--- src/hdl/csr_pkg.sv ---
// What this block does
// - keep up to 62 called, unfinished blocks on a stack in call order from the first; a further call is dropped
// - each element yields return step address, data block base and data block length
// - four consecutive words per element; caller opens a block long enough
// - copy the newest elements: request n gives the n most recent ones
// - after success accum_two_low still holds the destination offset
// - accum_one_low returns the copied count 0 to 62, never above the request
// - on success clear result bit, set the condition codes from depth against request, clear other codes
// - fewer gives high 0 low 1, equal 0 0, more 1 0, result bit 0
// - on error set result bit and both codes, clear others, accum_one_low zero
// - errors: no block open, block missing or short, illegal parameters
// - each element carries number counting 62 down to 1 and depth 1 up to 62
// - number of the last stored element minus one gives the free stack slots
// - opening a block loads base with word zero address and length without header
package csr_pkg;
    localparam int WORD_W = 16;
    localparam int IDX_W = 6;
    localparam int STACK_DEPTH = 62;
    localparam logic [WORD_W-1:0] MAX_REQ = 16'h003E;
    localparam logic [WORD_W-1:0] MAX_DW_NUM = 16'h00FF;
    localparam logic [7:0] NUM_TOP = 8'h3E;
    localparam logic [IDX_W-1:0] DEPTH_FULL = 6'h3E;
    localparam logic [1:0] W_NUMBERS = 2'h0;
    localparam logic [1:0] W_RETURN = 2'h1;
    localparam logic [1:0] W_BASE = 2'h2;
    localparam logic [1:0] W_LEN = 2'h3;
    localparam int WORDS_SHIFT = 2;

    typedef struct packed {
        logic [WORD_W-1:0] ret_addr;
        logic [WORD_W-1:0] base;
        logic [WORD_W-1:0] length;
    } csr_entry_t;

    typedef struct packed {
        logic valid;
        logic [WORD_W-1:0] addr;
        logic [WORD_W-1:0] data;
    } csr_mem_wr_t;

    typedef struct packed {
        logic logic_result_bit;
        logic cond_code_high;
        logic cond_code_low;
    } csr_flags_t;
endpackage : csr_pkg

--- src/hdl/csr_top.sv ---
`timescale 1ns/10ps
module csr_top
    import csr_pkg::*;
(
    input wire logic core_clk_i,
    input wire logic reset_i,
    input wire logic ce_i,
    input wire logic call_push_i,
    input wire logic [WORD_W-1:0] return_step_address_i,
    input wire logic call_pop_i,
    input wire logic block_open_i,
    input wire logic block_exists_i,
    input wire logic [WORD_W-1:0] open_base_i,
    input wire logic [WORD_W-1:0] open_length_i,
    input wire logic start_i,
    input wire logic [WORD_W-1:0] accum_one_low_i,
    input wire logic [WORD_W-1:0] accum_two_low_i,
    output logic busy_o,
    output logic done_o,
    output logic clear_other_cc_o,
    output csr_mem_wr_t mem_wr_o,
    output logic [WORD_W-1:0] accum_one_low_o,
    output logic [WORD_W-1:0] accum_two_low_o,
    output csr_flags_t flags_o,
    output logic [WORD_W-1:0] data_block_base_o,
    output logic [WORD_W-1:0] data_block_length_o,
    output logic [IDX_W-1:0] stack_depth_o,
    output logic stack_full_o
);
    typedef enum logic [1:0] {ST_IDLE, ST_COPY, ST_FINISH} csr_state_t;

    csr_state_t state_reg;
    logic [WORD_W-1:0] base_reg;
    logic [WORD_W-1:0] len_reg;
    logic open_reg;
    logic exists_reg;
    logic [WORD_W-1:0] off_reg;
    logic [IDX_W-1:0] count_reg;
    logic [IDX_W-1:0] first_idx_reg;
    logic [IDX_W-1:0] elem_reg;
    logic [1:0] word_reg;
    logic [WORD_W-1:0] res_count_reg;
    csr_flags_t res_flags_reg;
    logic done_reg;
    csr_mem_wr_t mem_wr_reg;
    logic [WORD_W-1:0] acc1_reg;
    logic [WORD_W-1:0] acc2_reg;
    csr_flags_t flags_reg;

    csr_entry_t push_entry;
    csr_entry_t rd_entry;
    csr_entry_t top_entry;
    logic [IDX_W-1:0] depth;
    logic [IDX_W-1:0] rd_idx;
    logic param_bad;
    logic too_short;
    logic run_err;
    logic [IDX_W-1:0] copy_count;
    logic [WORD_W:0] words_needed;
    logic last_word;
    logic stack_busy;
    logic [7:0] elem_num;
    logic [7:0] elem_depth;
    logic [WORD_W-1:0] word_data;
    logic [WORD_W-1:0] word_addr;

    // the caller's data block context travels with each call
    assign push_entry = '{ret_addr: return_step_address_i, base: base_reg, length: len_reg};
    // stack is frozen while a readout runs so the copy sees a stable picture
    assign stack_busy = (state_reg != ST_IDLE);

    csr_stack u_stack (
        .core_clk_i(core_clk_i),
        .reset_i(reset_i),
        .ce_i(ce_i),
        .push_i(call_push_i && !stack_busy),
        .pop_i(call_pop_i && !stack_busy),
        .push_entry_i(push_entry),
        .rd_idx_i(rd_idx),
        .rd_entry_o(rd_entry),
        .top_entry_o(top_entry),
        .depth_o(depth),
        .full_o(stack_full_o)
    );

    // open loads the window; a return restores the caller's window
    always_ff @(posedge core_clk_i) begin
        if (reset_i) begin
            base_reg <= '0;
            len_reg <= '0;
            open_reg <= 1'b0;
            exists_reg <= 1'b0;
        end else if (ce_i) begin
            if (block_open_i) begin
                base_reg <= open_base_i;
                len_reg <= open_length_i;
                open_reg <= 1'b1;
                exists_reg <= block_exists_i;
            end else if (call_pop_i && !stack_busy && depth != '0) begin
                base_reg <= top_entry.base;
                len_reg <= top_entry.length;
            end
        end
    end

    // parameter and destination checks, evaluated against the requested count
    always_comb begin
        param_bad = (accum_one_low_i == '0) || (accum_one_low_i > MAX_REQ) || (accum_two_low_i > MAX_DW_NUM);
        words_needed = {1'b0, accum_two_low_i} + ({1'b0, accum_one_low_i} << WORDS_SHIFT);
        too_short = words_needed > {1'b0, len_reg};
        run_err = !open_reg || !exists_reg || param_bad || too_short;
        if ({10'h000, depth} < accum_one_low_i) begin
            copy_count = depth;
        end else begin
            copy_count = accum_one_low_i[IDX_W-1:0];
        end
    end

    // oldest of the copied group is written first, so the newest is stored last
    assign rd_idx = first_idx_reg + elem_reg;
    assign last_word = (word_reg == W_LEN) && (elem_reg == count_reg - 6'h01);
    assign elem_depth = {2'h0, rd_idx} + 8'h01;
    assign elem_num = NUM_TOP - {2'h0, rd_idx};
    assign word_addr = base_reg + off_reg + {8'h00, elem_reg, 2'h0} + {14'h0000, word_reg};

    // fixed layout inside each four word element
    always_comb begin
        unique case (word_reg)
            W_NUMBERS: word_data = {elem_num, elem_depth};
            W_RETURN: word_data = rd_entry.ret_addr;
            W_BASE: word_data = rd_entry.base;
            W_LEN: word_data = rd_entry.length;
        endcase
    end

    // sequencer: accept request, stream the words, then publish the outcome
    always_ff @(posedge core_clk_i) begin
        if (reset_i) begin
            state_reg <= ST_IDLE;
            off_reg <= '0;
            count_reg <= '0;
            first_idx_reg <= '0;
            elem_reg <= '0;
            word_reg <= W_NUMBERS;
            res_count_reg <= '0;
            res_flags_reg <= '0;
        end else if (ce_i) begin
            unique case (state_reg)
                ST_IDLE: begin
                    if (start_i) begin
                        off_reg <= accum_two_low_i;
                        elem_reg <= '0;
                        word_reg <= W_NUMBERS;
                        first_idx_reg <= depth - copy_count;
                        if (run_err) begin
                            count_reg <= '0;
                            res_count_reg <= '0;
                            res_flags_reg <= '{logic_result_bit: 1'b1, cond_code_high: 1'b1,
                                               cond_code_low: 1'b1};
                            state_reg <= ST_FINISH;
                        end else begin
                            count_reg <= copy_count;
                            res_count_reg <= {10'h000, copy_count};
                            // deeper than requested cannot happen with fewer copied, so two compares do
                            res_flags_reg <= '{logic_result_bit: 1'b0,
                                               cond_code_high: ({10'h000, depth} > accum_one_low_i),
                                               cond_code_low: ({10'h000, depth} < accum_one_low_i)};
                            state_reg <= (copy_count == '0) ? ST_FINISH : ST_COPY;
                        end
                    end
                end
                ST_COPY: begin
                    word_reg <= word_reg + 2'h1;
                    if (word_reg == W_LEN) begin
                        elem_reg <= elem_reg + 6'h01;
                    end
                    if (last_word) begin
                        state_reg <= ST_FINISH;
                    end
                end
                ST_FINISH: begin
                    state_reg <= ST_IDLE;
                end
                default: state_reg <= ST_IDLE;
            endcase
        end
    end

    // data words leave from flops, one word per enabled cycle
    always_ff @(posedge core_clk_i) begin
        if (reset_i) begin
            mem_wr_reg <= '0;
        end else if (ce_i) begin
            mem_wr_reg.valid <= (state_reg == ST_COPY);
            mem_wr_reg.addr <= word_addr;
            mem_wr_reg.data <= word_data;
        end
    end

    // outcome is published in one cycle with the done pulse
    always_ff @(posedge core_clk_i) begin
        if (reset_i) begin
            done_reg <= 1'b0;
            acc1_reg <= '0;
            acc2_reg <= '0;
            flags_reg <= '0;
        end else if (ce_i) begin
            done_reg <= (state_reg == ST_FINISH);
            if (state_reg == ST_FINISH) begin
                acc1_reg <= res_count_reg;
                acc2_reg <= off_reg;
                flags_reg <= res_flags_reg;
            end
        end
    end

    assign mem_wr_o = mem_wr_reg;
    assign done_o = done_reg;
    assign clear_other_cc_o = done_reg;
    assign busy_o = stack_busy || done_reg;
    assign accum_one_low_o = acc1_reg;
    assign accum_two_low_o = acc2_reg;
    assign flags_o = flags_reg;
    assign data_block_base_o = base_reg;
    assign data_block_length_o = len_reg;
    assign stack_depth_o = depth;

    // outcome checks sampled on the done pulse, then element word checks sampled during the copy
    a_error_outcome: assert property (@(posedge core_clk_i) disable iff (reset_i)
        done_o && flags_o.logic_result_bit |-> flags_o.cond_code_high && flags_o.cond_code_low
            && accum_one_low_o == '0) else $error("error outcome flags or count wrong");

    // a request is at least one, so equal or more can only follow a non-zero copy
    a_cc_success: assert property (@(posedge core_clk_i) disable iff (reset_i)
        done_o && !flags_o.logic_result_bit |-> !(flags_o.cond_code_high && flags_o.cond_code_low)
            && (flags_o.cond_code_low || accum_one_low_o != '0))
        else $error("success condition codes inconsistent");

    a_count_range: assert property (@(posedge core_clk_i) disable iff (reset_i)
        done_o |-> accum_one_low_o <= MAX_REQ) else $error("copied count out of range");

    a_offset_kept: assert property (@(posedge core_clk_i) disable iff (reset_i)
        done_o && !flags_o.logic_result_bit |-> accum_two_low_o == off_reg)
        else $error("offset not returned");

    a_word_stride: assert property (@(posedge core_clk_i) disable iff (reset_i)
        ce_i && mem_wr_o.valid && state_reg == ST_COPY |=> !ce_i
            || (mem_wr_o.valid && mem_wr_o.addr == $past(mem_wr_o.addr) + 16'h0001))
        else $error("element words not consecutive");

    a_newest_last: assert property (@(posedge core_clk_i) disable iff (reset_i)
        state_reg == ST_COPY && last_word |-> rd_idx == depth - 6'h01)
        else $error("newest element not stored last");

    a_number_depth: assert property (@(posedge core_clk_i) disable iff (reset_i)
        state_reg == ST_COPY && word_reg == W_NUMBERS |-> elem_num + elem_depth == NUM_TOP + 8'h01
            && elem_depth >= 8'h01 && elem_depth <= NUM_TOP)
        else $error("element number and depth disagree");

    a_reserve_count: assert property (@(posedge core_clk_i) disable iff (reset_i)
        state_reg == ST_COPY && last_word |-> elem_num - 8'h01 == NUM_TOP - {2'h0, depth})
        else $error("last element number does not give free slots");

    // a refused request goes straight to finish: no word in flight, done on the second edge
    a_error_nowrite: assert property (@(posedge core_clk_i) disable iff (reset_i)
        ce_i && state_reg == ST_IDLE && start_i && run_err |=> !mem_wr_o.valid ##1 (done_o && !mem_wr_o.valid))
        else $error("erroneous request wrote memory");

    a_open_loads: assert property (@(posedge core_clk_i) disable iff (reset_i)
        ce_i && block_open_i |=> data_block_base_o == $past(open_base_i)
            && data_block_length_o == $past(open_length_i))
        else $error("open did not load base and length");

    a_cc_clear: assert property (@(posedge core_clk_i) disable iff (reset_i)
        $rose(done_o) |-> clear_other_cc_o && $past(state_reg) == ST_FINISH)
        else $error("condition code clear missing");

    // request capture: the count never grows past the request, the offset is kept as given
    a_count_request: assert property (@(posedge core_clk_i) disable iff (reset_i)
        ce_i && state_reg == ST_IDLE && start_i |=> res_count_reg <= $past(accum_one_low_i))
        else $error("copied count above the request");

    a_offset_capture: assert property (@(posedge core_clk_i) disable iff (reset_i)
        ce_i && state_reg == ST_IDLE && start_i |=> off_reg == $past(accum_two_low_i))
        else $error("offset not captured at start");

    // the first word lands at the window base plus the requested data word number
    a_first_address: assert property (@(posedge core_clk_i) disable iff (reset_i)
        ce_i && state_reg == ST_IDLE && start_i && !run_err && copy_count != '0
        |-> ##2 mem_wr_o.valid && mem_wr_o.addr == $past(data_block_base_o, 2) + $past(accum_two_low_i, 2))
        else $error("first element word misplaced");

    // the length check at start must keep every word inside the open block
    a_write_inside: assert property (@(posedge core_clk_i) disable iff (reset_i)
        mem_wr_o.valid |-> mem_wr_o.addr - data_block_base_o < data_block_length_o)
        else $error("element word outside the open block");

    // stack side: a return restores the caller's window, busy or frozen leaves the depth alone
    a_pop_restore: assert property (@(posedge core_clk_i) disable iff (reset_i)
        ce_i && call_pop_i && !stack_busy && stack_depth_o != '0 && !block_open_i
        |=> data_block_base_o == $past(top_entry.base) && data_block_length_o == $past(top_entry.length))
        else $error("return did not restore the window");

    a_stack_frozen: assert property (@(posedge core_clk_i) disable iff (reset_i)
        !ce_i || stack_busy |=> stack_depth_o == $past(stack_depth_o))
        else $error("stack changed while busy or frozen");

    a_full_refused: assert property (@(posedge core_clk_i) disable iff (reset_i)
        ce_i && stack_full_o && call_push_i && !call_pop_i |=> stack_full_o)
        else $error("call accepted on a full stack");
endmodule : csr_top

--- src/hdl/csr_stack.sv ---
`timescale 1ns/10ps
module csr_stack
    import csr_pkg::*;
(
    input wire logic core_clk_i,
    input wire logic reset_i,
    input wire logic ce_i,
    input wire logic push_i,
    input wire logic pop_i,
    input wire csr_entry_t push_entry_i,
    input wire logic [IDX_W-1:0] rd_idx_i,
    output csr_entry_t rd_entry_o,
    output csr_entry_t top_entry_o,
    output logic [IDX_W-1:0] depth_o,
    output logic full_o
);
    csr_entry_t slot_reg [STACK_DEPTH];
    logic [IDX_W-1:0] depth_reg;

    assign full_o = (depth_reg == DEPTH_FULL);
    assign depth_o = depth_reg;
    assign rd_entry_o = slot_reg[rd_idx_i];
    assign top_entry_o = (depth_reg == '0) ? '0 : slot_reg[depth_reg - 6'h01];

    // slot 0 is the oldest call; a push on a full stack is dropped, pop on empty ignored
    always_ff @(posedge core_clk_i) begin
        if (reset_i) begin
            depth_reg <= '0;
        end else if (ce_i) begin
            if (push_i && !full_o) begin
                slot_reg[depth_reg] <= push_entry_i;
                depth_reg <= depth_reg + 6'h01;
            end else if (pop_i && depth_reg != '0) begin
                depth_reg <= depth_reg - 6'h01;
            end
        end
    end
endmodule : csr_stack

--- config.mk ---
export PLATFORM = sky130hd
export DESIGN_NAME = csr_top
export DESIGN_NICKNAME = d
export VERILOG_FILES = /design/src/hdl/csr_pkg.sv /design/src/hdl/csr_top.sv /design/src/hdl/csr_stack.sv
export SDC_FILE = /design/constraint.sdc
export NUM_CORES = 2
export LEC_CHECK = 0
export BUFFER_PORTS_ARGS = -buffer_cell sky130_fd_sc_hd__buf_2
export CAP_MARGIN = 20
export CORE_ASPECT_RATIO = 1.75
export CORE_MARGIN = 3
export CORE_UTILIZATION = 41
export DETAILED_ROUTE_END_ITERATION = 16
export SLEW_MARGIN = 20
export SYNTH_ARGS = -nofsm -noshare
export SYNTH_HDL_FRONTEND = slang
export SYNTH_SLANG_ARGS = --single-unit
--- constraint.sdc ---
create_clock -name core_clk_i -period 7.6 [get_ports core_clk_i]
set_clock_uncertainty 0.15 [all_clocks]
set_input_delay 0 -clock core_clk_i [delete_from_list [all_inputs] [get_ports core_clk_i]]
set_output_delay 0 -clock core_clk_i [all_outputs]
set_load 0.01 [all_outputs]
==> impl_metrics.env <==
export IMPL_power_leakage_uw=0.0489
export IMPL_wire_per_inst_um=42.6
export IMPL_ff2ff_setup_slack_ps=1190
export IMPL_cts_tree="built"
export IMPL_clk_latency_ps=910
export IMPL_fillCellCount=27200
export IMPL_min_path_type="in -> reg"
export IMPL_drive_gt1_frac=0.351
export IMPL_slew_headroom=0.173
export IMPL_max_freq_ghz=0.156
export IMPL_cts_root_buf="clkbuf_16"
export IMPL_dp_final_hpwl_um=303000
export IMPL_grt_ovfl_total=0
export IMPL_cts_htree_levels=5
export IMPL_worstPathCellList="inv_1, ha_4, buf_12, mux4_2, mux4_2, mux2i_1, nor2_1, a211oi_1, dlygate4sd3_1, a211oi_1, dlygate4sd3_1"
export IMPL_slowest_stage="ha_4"
export IMPL_final_hold_viol_count=0
export IMPL_yosys_warnings=0
export IMPL_power_uw=42600
export IMPL_largest_register_ff_count=2976
export IMPL_routed_wl_um=505000
export IMPL_endpoint_kind="flop"
export IMPL_setup_violations=0
export IMPL_outcome="complete, no violations"
export IMPL_seqCellArea_sq_um=92200
export IMPL_cp_max_fo=42
export IMPL_vias=81100
export IMPL_synth_most_common_cell="edfxtp_1"
export IMPL_die_w_um=444
export IMPL_async_reset_ff_frac=0
export IMPL_setup_worst_path_start_class="flop"
export IMPL_cts_buffers=289
export IMPL_reg2reg_from="u_stack.depth_o[0]"
export IMPL_holdPathEnd="u_stack.slot_reg[25][44]"
export IMPL_grt_first_pass_wirelength_um=686000
export IMPL_post_route_cell_area_sq_um=158000
export IMPL_initial_utilization=0.413
export IMPL_die_area_sq_um=342000
export IMPL_yosys_area_top_type="edfxtp_1"
export IMPL_area_growth_pct=14.9
export IMPL_placed_area_sq_um=146000
export IMPL_cp_required_ps=8220
export IMPL_cts_path_max_buffers=4
export IMPL_critPathKind="reg -> reg"
export IMPL_drv_cap=0
export IMPL_worst_endpoint_arrival_ps=7030
export IMPL_rows=280
export IMPL_synth_main_ff_cell="edfxtp_1"
export IMPL_io_buffers=187
export IMPL_ant_nets=0
export IMPL_synth_seq_cells=3116
export IMPL_antenna_found_initial=34
export IMPL_min_period_ps=6410
export IMPL_powerDensity_nw_per_um2=270
export IMPL_synth_edff_count=2976
export IMPL_r2r_end="data_block_length_o[12]"
export IMPL_synth_distinct_cells=72
export IMPL_grt_pass1_vias=81000
export IMPL_synth_area_sq_um=137000
export IMPL_slew_violations=0
export IMPL_synth_commonest_cells="edfxtp_1 (2976), mux4_2 (1477), nand2_1 (334)"
export IMPL_whs_path_depth=2
export IMPL_core_area_sq_um=333000
export IMPL_hold_worst_slack_ps=68.4
export IMPL_synth_area_leaders="edfxtp_1 (65%), mux4_2 (24%), dfxtp_1 (2.0%)"
export IMPL_tightest_slew_ps=1230
export IMPL_rsz0062_at_grt="false"
export IMPL_drc_errors=0
export IMPL_clk_pin_slew_worst_paths_ps=70
export IMPL_cpPeakStageDelay_ps=1080
export IMPL_r2r_cells=11
export IMPL_first_iter_violations=12300
export IMPL_syn_inst=6656
export IMPL_cts_num_sinks=3116
export IMPL_hold_path_startpoint="return_step_address_i[12]"
export IMPL_gp_congestion=0.909
export IMPL_fp_dieH_um=772
export IMPL_final_setup_tns_ps=0
export IMPL_seq_area_frac_synth=0.671
export IMPL_period_share=0.844
export IMPL_nets=7416
export IMPL_grt_start_max_net_pins=85
export IMPL_syn_area_per_cell_sq_um=20.6
export IMPL_vias_per_cell=6.85
export IMPL_ir_drop_uv=314
export IMPL_io_pins=198
export IMPL_synth_top_cell_area_share=0.650
export IMPL_multi_input_area_sq_um=43700
export IMPL_grt_usage=0.291
export IMPL_firstDrtPassIters=8
==> cell type report <==
type                    instances  share of cell area
clock buffers                 359              0.0491
repair buffers                756              0.0431
diodes                         15            0.000238
well taps                    4371              0.0346
multi-input cells            3019               0.277
clock inverters               149              0.0106
flip-flops and latches       3116               0.584
inverters                      55             0.00131
==> worst max-delay path by stage <==
stage	end	cells past startpoint	start	slack, ps
after floorplan	u_stack.slot_reg[48][0]	12	u_stack.depth_o[0]	1250
after global placement	mem_wr_o[13]	10	elem_reg[0]	1840
after detailed placement	u_stack.slot_reg[50][15]	8	u_stack.depth_o[0]	2030
after CTS	data_block_length_o[12]	11	u_stack.depth_o[0]	1300
after global routing	first_idx_reg[5]	18	u_stack.depth_o[0]	940
final	data_block_length_o[12]	11	u_stack.depth_o[0]	1190
==> routing by layer <==
layer,wire length (um),GRT usage,vias to the layer above
met5,240,0.00195,-
met4,39400,0.185,24
met3,52500,0.0695,1440
met2,245000,0.480,6102
met1,168000,0.345,43800
li1,-,-,29700
==> power by group <==
group	switching [uW]	internal [uW]
Sequential	228	19100
Combinational	4820	3450
Clock	6590	8400
==> through the flow <==
stage          setup WS (ps)  utilization  std cells
4_1_cts                 1300        0.474      11800
6_report                1190        0.474      11800
3_5_place_dp            2030        0.439      11100
5_1_grt                  943        0.474      11800
3_3_place_gp            1840        0.438      11100
2_1_floorplan           1250            -       6665
==> cell families (layout without fill, tap and decap cells) <==
family | after synthesis | after routing | synth area share
xor+xnor | 54 | 54 | 0.00344
mux | 1621 | 1621 | 0.253
flops | 3116 | 3116 | 0.671
other cells | 1 | 25 | 0.0000273
compound gates | 474 | 474 | 0.0219
fa+ha+maj | 91 | 91 | 0.00894
buf+inv | 530 | 1319 | 0.0171
simple gates | 769 | 769 | 0.0248
==> cells in the final DEF, fill, tap and decap left out, types with 28 or more instances in the layout <==
cell           count
inv_1             54
o21ai_0           58
clkinv_1          39
nand4_1           28
nand2_1          334
mux2_2            61
clkbuf_16        297
xnor2_1           33
buf_4            271
clkinv_2          40
a21oi_1          176
nand3_1          124
mux2i_1           81
bufinv_16         33
dlygate4sd3_1    227
a211oi_1          31
nor2_4            63
buf_12            77
nor3_1            43
mux4_2          1477
a31oi_1           31
ha_1              77
dfxtp_1          107
clkbuf_1          54
buf_2            178
edfxtp_1        2976
nor2_1            85
==> worst max-delay path, delay by kind of cell, from the launching register on <==
family	cells	cell delay, ps
compound gates	2	320
fa+ha+maj	1	1080
buf+inv	4	2030
flops	1	970
mux	3	1440
simple gates	1	150
==> repair_timing <==
action / CTS / global route
hold endpoints to repair: 1132 / 0
gates resized for setup: 0 / 0
hold buffers: 227 / 0
setup buffers: 0 / 0
Power figures use the tool's default switching activity.
